**src/csf_map.svh**
```systemverilog
// Offsets, field positions and counts for the core status flags unit.
// Assumes inclusion by its bare name; definitions only.
`ifndef CSF_MAP_SVH
`define CSF_MAP_SVH
`define CSF_FLAG_CARRY 3
`define CSF_FLAG_CARRY_BIT 0
`define CSF_FLAG_HALF_BIT 1
`define CSF_FLAG_ZERO_BIT 2
`define CSF_FLAG_OVF_BIT 3
`define CSF_FLAG_HALT_BIT 4
`define CSF_FLAG_WDT_BIT 5
`define CSF_FLAGS_RESET 8'h00
`define CSF_ACC_RESET 8'h00
`define CSF_PCL_RESET 8'h00
`define CSF_SW_WRITE_MASK 8'h0f
`define CSF_DUMMY_CYCLES 1
`endif

```
**src/csf_pkg.sv**
```systemverilog
// Types for the core status flags unit.
// Assumes csf_map.svh supplies the numeric constants.
package csf_pkg;
    typedef enum logic [3:0] {
        CSF_OP_NOP = 4'h0,
        CSF_OP_ADD = 4'h1,
        CSF_OP_ADC = 4'h2,
        CSF_OP_SUB = 4'h3,
        CSF_OP_SBC = 4'h4,
        CSF_OP_AND = 4'h5,
        CSF_OP_OR = 4'h6,
        CSF_OP_XOR = 4'h7,
        CSF_OP_RLC = 4'h8,
        CSF_OP_RRC = 4'h9,
        CSF_OP_MOV = 4'ha
    } csf_op_t;

    typedef struct packed {
        logic [7:0] res;
        logic carry;
        logic half;
        logic zero;
        logic ovf;
        logic arith;
        logic logic_op;
    } csf_alu_out_t;

    typedef struct packed {
        logic valid;
        csf_op_t op;
        logic [7:0] operand;
    } csf_alu_req_t;
endpackage

```
**src/csf_alu.sv**
```systemverilog
// Combinational ALU that computes result and flag candidates.
// Assumes operands and carry-in come from the same clock domain.
`timescale 1ns/10ps
module csf_alu (
    input wire logic [7:0] acc,
    input wire logic [7:0] opnd,
    input wire csf_pkg::csf_op_t op,
    input wire logic cin,
    output csf_pkg::csf_alu_out_t out
);
    logic [8:0] sum;
    logic [4:0] low;
    logic [7:0] addend;
    logic c_in_eff;
    logic c_into_msb;

    // Arithmetic, logic and rotate results with flag candidates
    always_comb begin
        addend = opnd;
        c_in_eff = 1'b0;
        out = '0;
        unique case (op)
            csf_pkg::CSF_OP_ADC: c_in_eff = cin;
            csf_pkg::CSF_OP_SUB: begin
                addend = ~opnd;
                c_in_eff = 1'b1;
            end
            csf_pkg::CSF_OP_SBC: begin
                addend = ~opnd;
                c_in_eff = cin;
            end
            default: c_in_eff = 1'b0;
        endcase
        sum = {1'b0, acc} + {1'b0, addend} + {8'h00, c_in_eff};
        low = {1'b0, acc[3:0]} + {1'b0, addend[3:0]} + {4'h0, c_in_eff};
        c_into_msb = acc[7] ^ addend[7] ^ sum[7];
        unique case (op)
            csf_pkg::CSF_OP_ADD, csf_pkg::CSF_OP_ADC,
            csf_pkg::CSF_OP_SUB, csf_pkg::CSF_OP_SBC: begin
                out.res = sum[7:0];
                out.carry = sum[8]; // Carry out, or no borrow
                out.half = low[4];
                out.ovf = c_into_msb ^ sum[8];
                out.arith = 1'b1;
            end
            csf_pkg::CSF_OP_AND: out.res = acc & opnd;
            csf_pkg::CSF_OP_OR: out.res = acc | opnd;
            csf_pkg::CSF_OP_XOR: out.res = acc ^ opnd;
            csf_pkg::CSF_OP_RLC: begin
                out.res = {opnd[6:0], cin};
                out.carry = opnd[7];
            end
            csf_pkg::CSF_OP_RRC: begin
                out.res = {cin, opnd[7:1]};
                out.carry = opnd[0];
            end
            default: out.res = opnd;
        endcase
        out.logic_op = (op == csf_pkg::CSF_OP_AND) || (op == csf_pkg::CSF_OP_OR)
            || (op == csf_pkg::CSF_OP_XOR);
        out.zero = (out.res == 8'h00);
    end
endmodule

```
**src/csf_core_status_flags_unit.sv**
```systemverilog
// Accumulator, status flags and in-page jump of an 8-bit core.
// Assumes the instruction decoder drives all requests on clk_sys.
`timescale 1ns/10ps
`include "csf_map.svh"
module csf_core_status_flags_unit #(
    parameter int PC_WIDTH = 12
) (
    input wire logic clk_sys,
    input wire logic sys_rst,
    input wire csf_pkg::csf_alu_req_t alu_req,
    input wire logic flags_wr,
    input wire logic [7:0] flags_wr_data,
    input wire logic pcl_wr,
    input wire logic [7:0] pcl_wr_data,
    input wire logic pc_advance,
    input wire logic watchdog_refresh_instruction,
    input wire logic sleep_instruction,
    input wire logic watchdog_timeout,
    output logic [7:0] working_accumulator,
    output logic [7:0] arith_flags_register,
    output logic [PC_WIDTH-1:0] program_counter,
    output logic [7:0] program_counter_low_byte,
    output logic dummy_cycle
);
    csf_pkg::csf_alu_out_t alu_out;
    logic [7:0] acc_q, acc_d;
    logic [7:0] flags_q, flags_d;
    logic [PC_WIDTH-1:0] pc_q, pc_d;
    logic dummy_q, dummy_d;
    logic alu_go;

    assign alu_go = alu_req.valid && (alu_req.op != csf_pkg::CSF_OP_NOP);

    csf_alu u_alu (
        .acc(acc_q),
        .opnd(alu_req.operand),
        .op(alu_req.op),
        .cin(flags_q[`CSF_FLAG_CARRY_BIT]),
        .out(alu_out)
    );

    // Accumulator receives every ALU result except NOP, including moves
    always_comb begin
        acc_d = acc_q;
        if (alu_go) begin
            acc_d = alu_out.res;
        end
    end

    always_ff @(posedge clk_sys) begin
        if (sys_rst) begin
            acc_q <= `CSF_ACC_RESET;
        end else begin
            acc_q <= acc_d;
        end
    end

    // Status flags: software write, then ALU update, then system events
    always_comb begin
        flags_d = flags_q;
        if (flags_wr) begin
            // Only carry, half, zero, overflow take written data
            flags_d = (flags_q & ~`CSF_SW_WRITE_MASK)
                | (flags_wr_data & `CSF_SW_WRITE_MASK);
        end
        if (alu_go) begin
            if (alu_out.arith) begin
                flags_d[`CSF_FLAG_CARRY_BIT] = alu_out.carry;
                flags_d[`CSF_FLAG_HALF_BIT] = alu_out.half;
                flags_d[`CSF_FLAG_OVF_BIT] = alu_out.ovf;
            end
            if (alu_req.op == csf_pkg::CSF_OP_RLC || alu_req.op == csf_pkg::CSF_OP_RRC) begin
                flags_d[`CSF_FLAG_CARRY_BIT] = alu_out.carry;
            end
            if (alu_out.arith || alu_out.logic_op) begin
                flags_d[`CSF_FLAG_ZERO_BIT] = alu_out.zero;
            end
        end
        if (watchdog_refresh_instruction) begin
            flags_d[`CSF_FLAG_HALT_BIT] = 1'b0;
            flags_d[`CSF_FLAG_WDT_BIT] = 1'b0;
        end
        if (sleep_instruction) begin
            flags_d[`CSF_FLAG_HALT_BIT] = 1'b1;
            flags_d[`CSF_FLAG_WDT_BIT] = 1'b0;
        end
        if (watchdog_timeout) begin
            flags_d[`CSF_FLAG_WDT_BIT] = 1'b1; // Set wins
        end
        flags_d[7:6] = 2'b00;
    end

    always_ff @(posedge clk_sys) begin
        if (sys_rst) begin
            flags_q <= `CSF_FLAGS_RESET;
        end else begin
            flags_q <= flags_d;
        end
    end

    // Program counter: low byte load stays in page and stalls once
    always_comb begin
        pc_d = pc_q;
        dummy_d = 1'b0;
        if (pcl_wr) begin
            pc_d = {pc_q[PC_WIDTH-1:8], pcl_wr_data};
            dummy_d = 1'b1;
        end else if (pc_advance && !dummy_q) begin
            pc_d = pc_q + {{(PC_WIDTH-1){1'b0}}, 1'b1};
        end
    end

    always_ff @(posedge clk_sys) begin
        if (sys_rst) begin
            pc_q <= '0;
            dummy_q <= 1'b0;
        end else begin
            pc_q <= pc_d;
            dummy_q <= dummy_d;
        end
    end

    // Outputs straight from flip-flops
    assign working_accumulator = acc_q;
    assign arith_flags_register = flags_q;
    assign program_counter = pc_q;
    assign program_counter_low_byte = pc_q[7:0];
    assign dummy_cycle = dummy_q;

    // Checks on the flag, accumulator and jump behaviour
    chk_wr_keeps_sys: assert property (@(posedge clk_sys) disable iff (sys_rst)
        (flags_wr && !watchdog_refresh_instruction && !sleep_instruction && !watchdog_timeout)
        |=> flags_q[5:4] == $past(flags_q[5:4]))
        else $error("Status write changed halt or watchdog flag");
    chk_wr_sets_low: assert property (@(posedge clk_sys) disable iff (sys_rst)
        (flags_wr && !alu_go) |=> flags_q[3:0] == $past(flags_wr_data[3:0]))
        else $error("Status write did not land");
    chk_sleep_sets_halt: assert property (@(posedge clk_sys) disable iff (sys_rst)
        sleep_instruction |=> flags_q[`CSF_FLAG_HALT_BIT])
        else $error("Sleep did not set halt flag");
    chk_halt_stable: assert property (@(posedge clk_sys) disable iff (sys_rst)
        (!sleep_instruction && !watchdog_refresh_instruction)
        |=> $stable(flags_q[`CSF_FLAG_HALT_BIT]))
        else $error("Halt flag changed without cause");
    chk_wdt_timeout: assert property (@(posedge clk_sys) disable iff (sys_rst)
        watchdog_timeout |=> flags_q[`CSF_FLAG_WDT_BIT])
        else $error("Timeout did not set watchdog flag");
    chk_wdt_stable: assert property (@(posedge clk_sys) disable iff (sys_rst)
        (!sleep_instruction && !watchdog_refresh_instruction && !watchdog_timeout)
        |=> $stable(flags_q[`CSF_FLAG_WDT_BIT]))
        else $error("Watchdog flag changed without cause");
    chk_zero_flag: assert property (@(posedge clk_sys) disable iff (sys_rst)
        (alu_go && (alu_out.arith || alu_out.logic_op))
        |=> flags_q[`CSF_FLAG_ZERO_BIT] == (acc_q == 8'h00))
        else $error("Zero flag disagrees with result");
    chk_add_carry: assert property (@(posedge clk_sys) disable iff (sys_rst)
        (alu_go && alu_req.op == csf_pkg::CSF_OP_ADD)
        |=> flags_q[0] == ({1'b0, $past(acc_q)} + {1'b0, $past(alu_req.operand)} > 9'h0ff))
        else $error("Add carry wrong");
    chk_acc_takes: assert property (@(posedge clk_sys) disable iff (sys_rst)
        alu_go |=> acc_q == $past(alu_out.res))
        else $error("Accumulator missed ALU result");
    chk_pcl_jump: assert property (@(posedge clk_sys) disable iff (sys_rst)
        pcl_wr |=> dummy_q && pc_q[7:0] == $past(pcl_wr_data)
            && pc_q[PC_WIDTH-1:8] == $past(pc_q[PC_WIDTH-1:8]))
        else $error("Low byte jump left page or no dummy cycle");
    chk_high_bits_zero: assert property (@(posedge clk_sys) disable iff (sys_rst)
        flags_q[7:6] == 2'b00)
        else $error("Reserved status bits not zero");

    // Flag and accumulator values worked out from the operands, apart from the ALU
    chk_sub_carry: assert property (@(posedge clk_sys) disable iff (sys_rst)
        (alu_go && alu_req.op == csf_pkg::CSF_OP_SUB)
        |=> flags_q[`CSF_FLAG_CARRY_BIT] == ($past(acc_q) >= $past(alu_req.operand)))
        else $error("Subtract carry wrong");
    chk_half_add: assert property (@(posedge clk_sys) disable iff (sys_rst)
        (alu_go && alu_req.op == csf_pkg::CSF_OP_ADD)
        |=> flags_q[`CSF_FLAG_HALF_BIT]
            == (({1'b0, $past(acc_q[3:0])} + {1'b0, $past(alu_req.operand[3:0])}) > 5'h0f))
        else $error("Add half carry wrong");
    chk_ovf_add: assert property (@(posedge clk_sys) disable iff (sys_rst)
        (alu_go && alu_req.op == csf_pkg::CSF_OP_ADD)
        |=> flags_q[`CSF_FLAG_OVF_BIT] == (($past(acc_q[7]) == $past(alu_req.operand[7]))
            && (acc_q[7] != $past(acc_q[7]))))
        else $error("Add overflow wrong");
    chk_rlc_carry: assert property (@(posedge clk_sys) disable iff (sys_rst)
        (alu_go && alu_req.op == csf_pkg::CSF_OP_RLC)
        |=> flags_q[`CSF_FLAG_CARRY_BIT] == $past(alu_req.operand[7])
            && acc_q[0] == $past(flags_q[`CSF_FLAG_CARRY_BIT]))
        else $error("Rotate did not pass through carry");
    chk_mov_passes: assert property (@(posedge clk_sys) disable iff (sys_rst)
        (alu_go && alu_req.op == csf_pkg::CSF_OP_MOV) |=> acc_q == $past(alu_req.operand))
        else $error("Move did not reach accumulator");
    chk_and_result: assert property (@(posedge clk_sys) disable iff (sys_rst)
        (alu_go && alu_req.op == csf_pkg::CSF_OP_AND)
        |=> acc_q == ($past(acc_q) & $past(alu_req.operand)))
        else $error("Logic result missed accumulator");

    // Jump stall and system flag clears
    chk_dummy_stall: assert property (@(posedge clk_sys) disable iff (sys_rst)
        (dummy_q && !pcl_wr)
        |=> $stable(pc_q))
        else $error("Program counter moved in dummy cycle");
    chk_sleep_clears_wdt: assert property (@(posedge clk_sys) disable iff (sys_rst)
        (sleep_instruction && !watchdog_timeout) |=> !flags_q[`CSF_FLAG_WDT_BIT])
        else $error("Sleep did not clear watchdog flag");
    chk_refresh_clears: assert property (@(posedge clk_sys) disable iff (sys_rst)
        (watchdog_refresh_instruction && !sleep_instruction)
        |=> !flags_q[`CSF_FLAG_HALT_BIT])
        else $error("Refresh did not clear halt flag");
endmodule

```
**config.mk**
```make
export PLATFORM = sky130hd
export DESIGN_NAME = csf_core_status_flags_unit
export DESIGN_NICKNAME = d
export VERILOG_FILES = /design/src/csf_pkg.sv /design/src/csf_alu.sv /design/src/csf_core_status_flags_unit.sv
export VERILOG_INCLUDE_DIRS = /design/src
export SDC_FILE = /design/constraint.sdc
export NUM_CORES = 1
export LEC_CHECK = 0
export BUFFER_PORTS_ARGS = -buffer_cell sky130_fd_sc_hd__clkbuf_2
export CELL_PAD_IN_SITES_DETAIL_PLACEMENT = 2
export CELL_PAD_IN_SITES_GLOBAL_PLACEMENT = 2
export CORE_ASPECT_RATIO = 0.5
export CORE_MARGIN = 10
export CORE_UTILIZATION = 29
export DETAILED_ROUTE_END_ITERATION = 16
export GPL_ROUTABILITY_DRIVEN = 0
export GPL_TIMING_DRIVEN = 0
export PLACE_DENSITY = 0.92
export SLEW_MARGIN = 15
export SYNTH_ARGS = -nofsm -noshare
export SYNTH_HDL_FRONTEND = slang
export SYNTH_SLANG_ARGS = --single-unit
```
**constraint.sdc**
```tcl
create_clock -name clk_sys -period 4.35 [get_ports clk_sys]
set_input_delay 0.435 -clock clk_sys [delete_from_list [all_inputs] [get_ports clk_sys]]
set_output_delay 0.435 -clock clk_sys [all_outputs]
set_load 0.005 [all_outputs]
```
* Word-level counts from Yosys, hierarchy flattened *
Index checks and enable logic that the tools add are counted.

cells by class
  add/sub/neg operators = 5
  equal/unequal tests = 9
  multiplexer cells = 18
  bitwise logic cells = 9
  reduce and logical (&&, ||, !) cells = 16

operator list
  cell                     count
  $pmux W8 S6              1
  $mux W8                  3
  $eq A4 B3 Y1 const B     4
  $add A12 B1 Y12 const B  1
  $add A8 B8 Y9            1
  $add A9 B1 Y9            1
  $and A8 B8 Y8            1
  $eq A4 B2 Y1 const B     2
  $eq A4 B4 Y1 const B     2
  $logic_not A8 Y1         1
  $mux W2                  4
  $not A8 Y8               1
  $or A8 B8 Y8             1
  $reduce_bool A4 Y1       2
  $xor A8 B8 Y8            1
  $mux W1                  6
  $mux W6                  1
  $or A6 B4 Y6             1
  $add A4 B4 Y5            1
  $add A5 B1 Y5            1
  $eq A4 B1 Y1 const B     1
  $logic_or A1 B1 Y1       4
  $mux W4                  1
  $reduce_or A2 Y1         2
  10 further kinds         13

word-level totals
  flip-flop bits (word level) = 27
  input bits = 37
  output and inout bits = 37
  logic and storage cells = 64

* Logic depth before layout (Yosys ltp) *
  depth in word-level cells = 11
  mapped depth = 16
  depth with buffers taken out = 14

* Hierarchy *
Synthesis repeated with hierarchy kept, for this count alone.

second synthesis, totals
  cells, all modules = 358
  area, all modules = 2839.0 um2

modules (own cells, without submodules)
  module                      times used  cells an instance  area each (um2)  seq. area each (um2)
  csf_alu                     1           201                1445.1           0.0
  csf_core_status_flags_unit  1           157                1393.8           540.5

* Worst setup path after synthesis *
OpenSTA, ideal clock, no wires.

  path kind = input port to flip-flop
  start = in alu_req[10] (netlist name)
  end = reg flags_q[2], in the netlist arith_flags_register[2]
  setup time = 0.084 ns
  data arrival time = 3.244 ns
  required time = 4.266 ns
  slack = 1.022 ns
  cell stages on the path = 14
  path buffers = 1
  cells stage by stage = buf_4 nand2b_1 or2_2 a21oi_4 xnor2_1 fa_1 inv_1 fa_1 nand2b_1 a21oi_1 a31oi_1 a311oi_2 nand3_1 o31ai_2

on the way
  cells in the longest elaborated chain, start to end = 9
  elaborated cells on any way between the ends = 26
  classes of those cells = add/sub (2); eq/ne (9); mux (6); reduce/logical (9)

ends and longest elaborated chain
  what                                          RTL line                          source
  start, declared                               csf_core_status_flags_unit.sv:10  input wire csf_pkg::csf_alu_req_t alu_req,
  $eq A4 B2 Y1 or $eq A4 B3 Y1 (tied branches)  csf_alu.sv:22, csf_alu.sv:37
  $reduce_or A2 Y1 (no line)                    --
  $mux W8                                       --
  $add A8 B8 Y9                                 csf_alu.sv:34                     sum = {1'b0, acc} + {1'b0, addend} + {8'h00, c_in_eff};
  $add A9 B1 Y9                                 csf_alu.sv:34
  $pmux W8 S6                                   csf_alu.sv:37                     unique case (op)
  $logic_not A8 Y1                              csf_alu.sv:61                     out.zero = (out.res == 8'h00);
  $mux W1                                       csf_core_status_flags_unit.sv:75  if (alu_out.arith || alu_out.logic_op) begin
  $mux W4 *                                     csf_core_status_flags_unit.sv:66  if (alu_go) begin
  end signal, assigned                          csf_core_status_flags_unit.sv:95  flags_q <= `CSF_FLAGS_RESET;
  end signal, assigned                          csf_core_status_flags_unit.sv:97  flags_q <= flags_d;
  end, declared                                 csf_core_status_flags_unit.sv:27  logic [7:0] flags_q, flags_d;

Mark *: on every way between the ends. The rest lies on a longest branch, timed or not.
A chain may end at the register's enable or synchronous reset.

* Worst setup path in the final report *
Ends and elaborated chain as after synthesis.

==> run summary <==
Leak Pwr -> 1.438 nW
Final period demand of the worst path -> 3.975 ns
Number of synthesized flops with an enable pin -> 0
Setup TNS -> 0 ns
Number of diodes -> 0
Sequential share of the synthesized area -> 0.2041
Drc violations -> 0
CTS tree -> yes
Share of power burned in registers -> 0.342
Core Footprint -> 0.008798 sq mm
Clock skew -> 0.004946 ns
Clk slew on worst S/H paths -> 0.08 ns
Port Buffers -> 63
# clock sinks -> 27
Max Used Layer -> met4
WL per Instance -> 19.90 microns
Max Cap Viol -> 0
CP max FO -> 10
Die X -> 155.2 microns
Die Area -> 0.01359 sq mm
Worst r2r dst -> arith_flags_register[2]
Fraction of layout cells with a size suffix above 1 -> 0.2482
YS warnings -> 0
# setup viols final -> 0
Hold Path Class -> input port to register
Largest net degree at the start of global routing -> 18
Clock Path Buffers -> 2
Fraction of registers with async set/reset -> 0
Period utilization -> 0.9137
Nets -> 479
WL final -> 10590 microns
Post-DRT Antenna Nets -> 0
Final worst slack -> 0.3752 ns
Top-level I/O count -> 74
Row cnt -> 24
Maximum VDD drop -> 0.0001529 V
Routed wl met3 -> 463 microns
DR WL met2 -> 5298 microns
Pre-CTS setup slack -> 0.08795 ns
RSZ-0062 raised after global routing -> false
Vias -> 2846
Status -> finished, final reports clean
Clock Latency Late Sink -> 0.27 ns
Post-synth top area share -> 0.2041
Relative slew slack -> 0.4922
Vias in the first global route -> 3220
Setup Crit Path Kind -> input port to register
Clock power frac -> 0.284
First-pass GRT wire length -> 17170 microns
CTS Hold Buffers Added -> 0
Cell count of the worst hold path -> 3
Combinational fraction of design power -> 0.374
Fmax -> 251.6 MHz
Drt first pass iters -> 4
Internal power -> 0.0005228 W
Hold endpoint -> arith_flags_register[4]
DRT iter0 DRCs -> 122
Synthesized instance count -> 347
Switching Power -> 0.0003103 W
R2R Path Start -> arith_flags_register[0]
Crit path DAT -> 4.16 ns
# resized after CTS -> 0
Worst hold path startpoint -> sleep_instruction
Met1 Wirelength -> 4695 microns
Synth unique cells -> 65
Via density -> 5.350
Post-DP HPWL -> 8488 microns
CP required -> 4.53 ns
Post-synth top area cell -> dfxtp_1
Seq cells post-synth -> 27
Max-slew violation count -> 0
Largest cells by area after synthesis -> dfxtp_1, ha_1, nor2_1
Total Routing Usage GR -> 0.1551
Avg Cell Area, Syn -> 7.633 sq um
Hold Vio Cnt, Final -> 0
Top FF cell, synth -> dfxtp_1
Postcts setup bufs -> 0
CTS Buf Count -> 3
Initial antenna violation count -> 0
Least-Margin Pin Slew -> 0.7600 ns
Post-Syn Area -> 0.002649 sq mm
CP startpoint kind -> input port
CTS root buffer -> clkbuf_16
Worst r2r path cells -> 13
H-Tree Depth -> 1
Die height -> 87.58 microns
Power density over the cells -> 260.5 mW/mm^2
Synthesis-to-layout area growth -> 20.74%
CP endpoint kind -> register
Sw Share -> 0.3724
Starting density of the core -> 0.3011
Reg2reg setup slack -> 1.14 ns
Grt total ovfl -> 0
## Yosys cell counts (2+ instances only)
cell type   n
nor2_1     46
a21oi_1    29
dfxtp_1    27
ha_1       24
nand2_1    24
inv_1      23
xnor2_1    15
buf_4      13
o21ai_0    12
nor2b_1     9
mux2i_1     7
nand3_1     7
o22ai_1     7
a211oi_1    6
a31oi_1     5
clkbuf_1    5
or3_1       5
xor2_1      5
buf_2       4
nor3_1      4
a21o_1      3
a22o_1      3
and3_1      3
buf_1       3
mux2_2      3
nand4_1     3
a221oi_1    2
a2bb2oi_1   2
buf_6       2
fa_1        2
nand2b_1    2
nor3b_1     2
o211ai_1    2
o21a_1      2
o21ai_1     2
o21ai_2     2
o22a_1      2
o31ai_1     2
o32ai_1     2
## final cells by class
| type | instances | area (sq um) |
|---|---|---|
| plain buffers | 27 | 170.2 |
| well taps | 117 | 146.4 |
| flip-flops and latches | 27 | 540.5 |
| clock inverters | 1 | 8.758 |
| fillers | 1050 | 5600 |
| repair buffers | 63 | 315.3 |
| inverters | 25 | 93.84 |
| clock buffers | 3 | 75.07 |
| multi-input cells | 269 | 1848 |
## power by group through the flow
stage	sequential (W)	combinational, W	clock [W]
6_report	0.000285	0.000312	0.000237
5_1_grt	0.000288	0.000347	0.000256
4_1_cts	0.000285	0.000313	0.000243
3_5_place_dp	0.000290	0.000309	0
3_3_place_gp	0.000289	0.000294	0
2_1_floorplan	0.000286	0.000201	0
## kinds of logic after synthesis
| group | after synthesis | synth area share |
|---|---|---|
| AND/OR/NAND/NOR | 112 | 0.2008 |
| XOR/XNOR | 20 | 0.06613 |
| buffers and inverters | 52 | 0.09966 |
| flip-flops | 27 | 0.2041 |
| AO/OA/AOI/OAI | 98 | 0.2546 |
| other | 1 | 0.001416 |
| adder cells (fa/ha/maj) | 26 | 0.1285 |
| multiplexers | 11 | 0.04487 |
## registers in the layout (all words and copies together), names as in the netlist
signal	count
working_accumulator	8
arith_flags_register	6
dummy_cycle	1
program_counter	12
## worst max-delay path: stages
cell and delay [ns]:
clkbuf_2 0.12, buf_4 0.18, nand2b_1 0.17, or2_2 0.31, a21oi_4 0.41, xnor2_1 0.20
fa_1 0.25, inv_1 0.06, fa_1 0.41, nand2b_1 0.17, a21oi_1 0.34, a31oi_1 0.23
a311oi_2 0.43, nand3_1 0.19, o31ai_2 0.25
## layout by cell type (no fill, tap or decap), drive strengths merged, types with 6 or more instances in the layout
cell type  instances
clkbuf            71
nor2              46
a21oi             30
dfxtp             27
inv               25
nand2             24
ha                24
buf               22
o21ai             16
xnor2             15
nor2b              9
nand3              8
mux2i              7
o22ai              7
a211oi             6
or3                6
## metrics by stage
stage               hold WS [ns]  total power [W]  instances  cell area (sq um)  utilization
detailed placement        0.4854        0.0005999        528               3114       0.3540
CTS                       0.3906        0.0008406        532               3198       0.3635
finish                    0.3881        0.0008330        532               3198       0.3635
global route              0.4013        0.0008912        532               3198       0.3635
global placement          0.4619        0.0005834        528               3114       0.3540
floorplan                 0.4753        0.0004867        348               2653            -
## worst max-delay path by stage
stage / from / endpoint / slack [ns] / depth (start not counted)
2_1_floorplan: alu_req[10] / arith_flags_register[2] / 1.02 / 14
3_3_place_gp: alu_req[10] / arith_flags_register[2] / 0.14 / 15
3_5_place_dp: alu_req[10] / arith_flags_register[2] / 0.09 / 15
4_1_cts: alu_req[10] / arith_flags_register[2] / 0.31 / 15
5_1_grt: alu_req[10] / arith_flags_register[2] / 0.15 / 15
6_report: alu_req[10] / arith_flags_register[2] / 0.38 / 15
## metal layers
layer | vias up | track usage
met5 | - | 0
met4 | 0 | 0.04348
met3 | 11 | 0.02642
met2 | 69 | 0.2890
met1 | 1416 | 0.1811
li1 | 1350 | -
No activity file was read; power rests on OpenSTA's default activity.
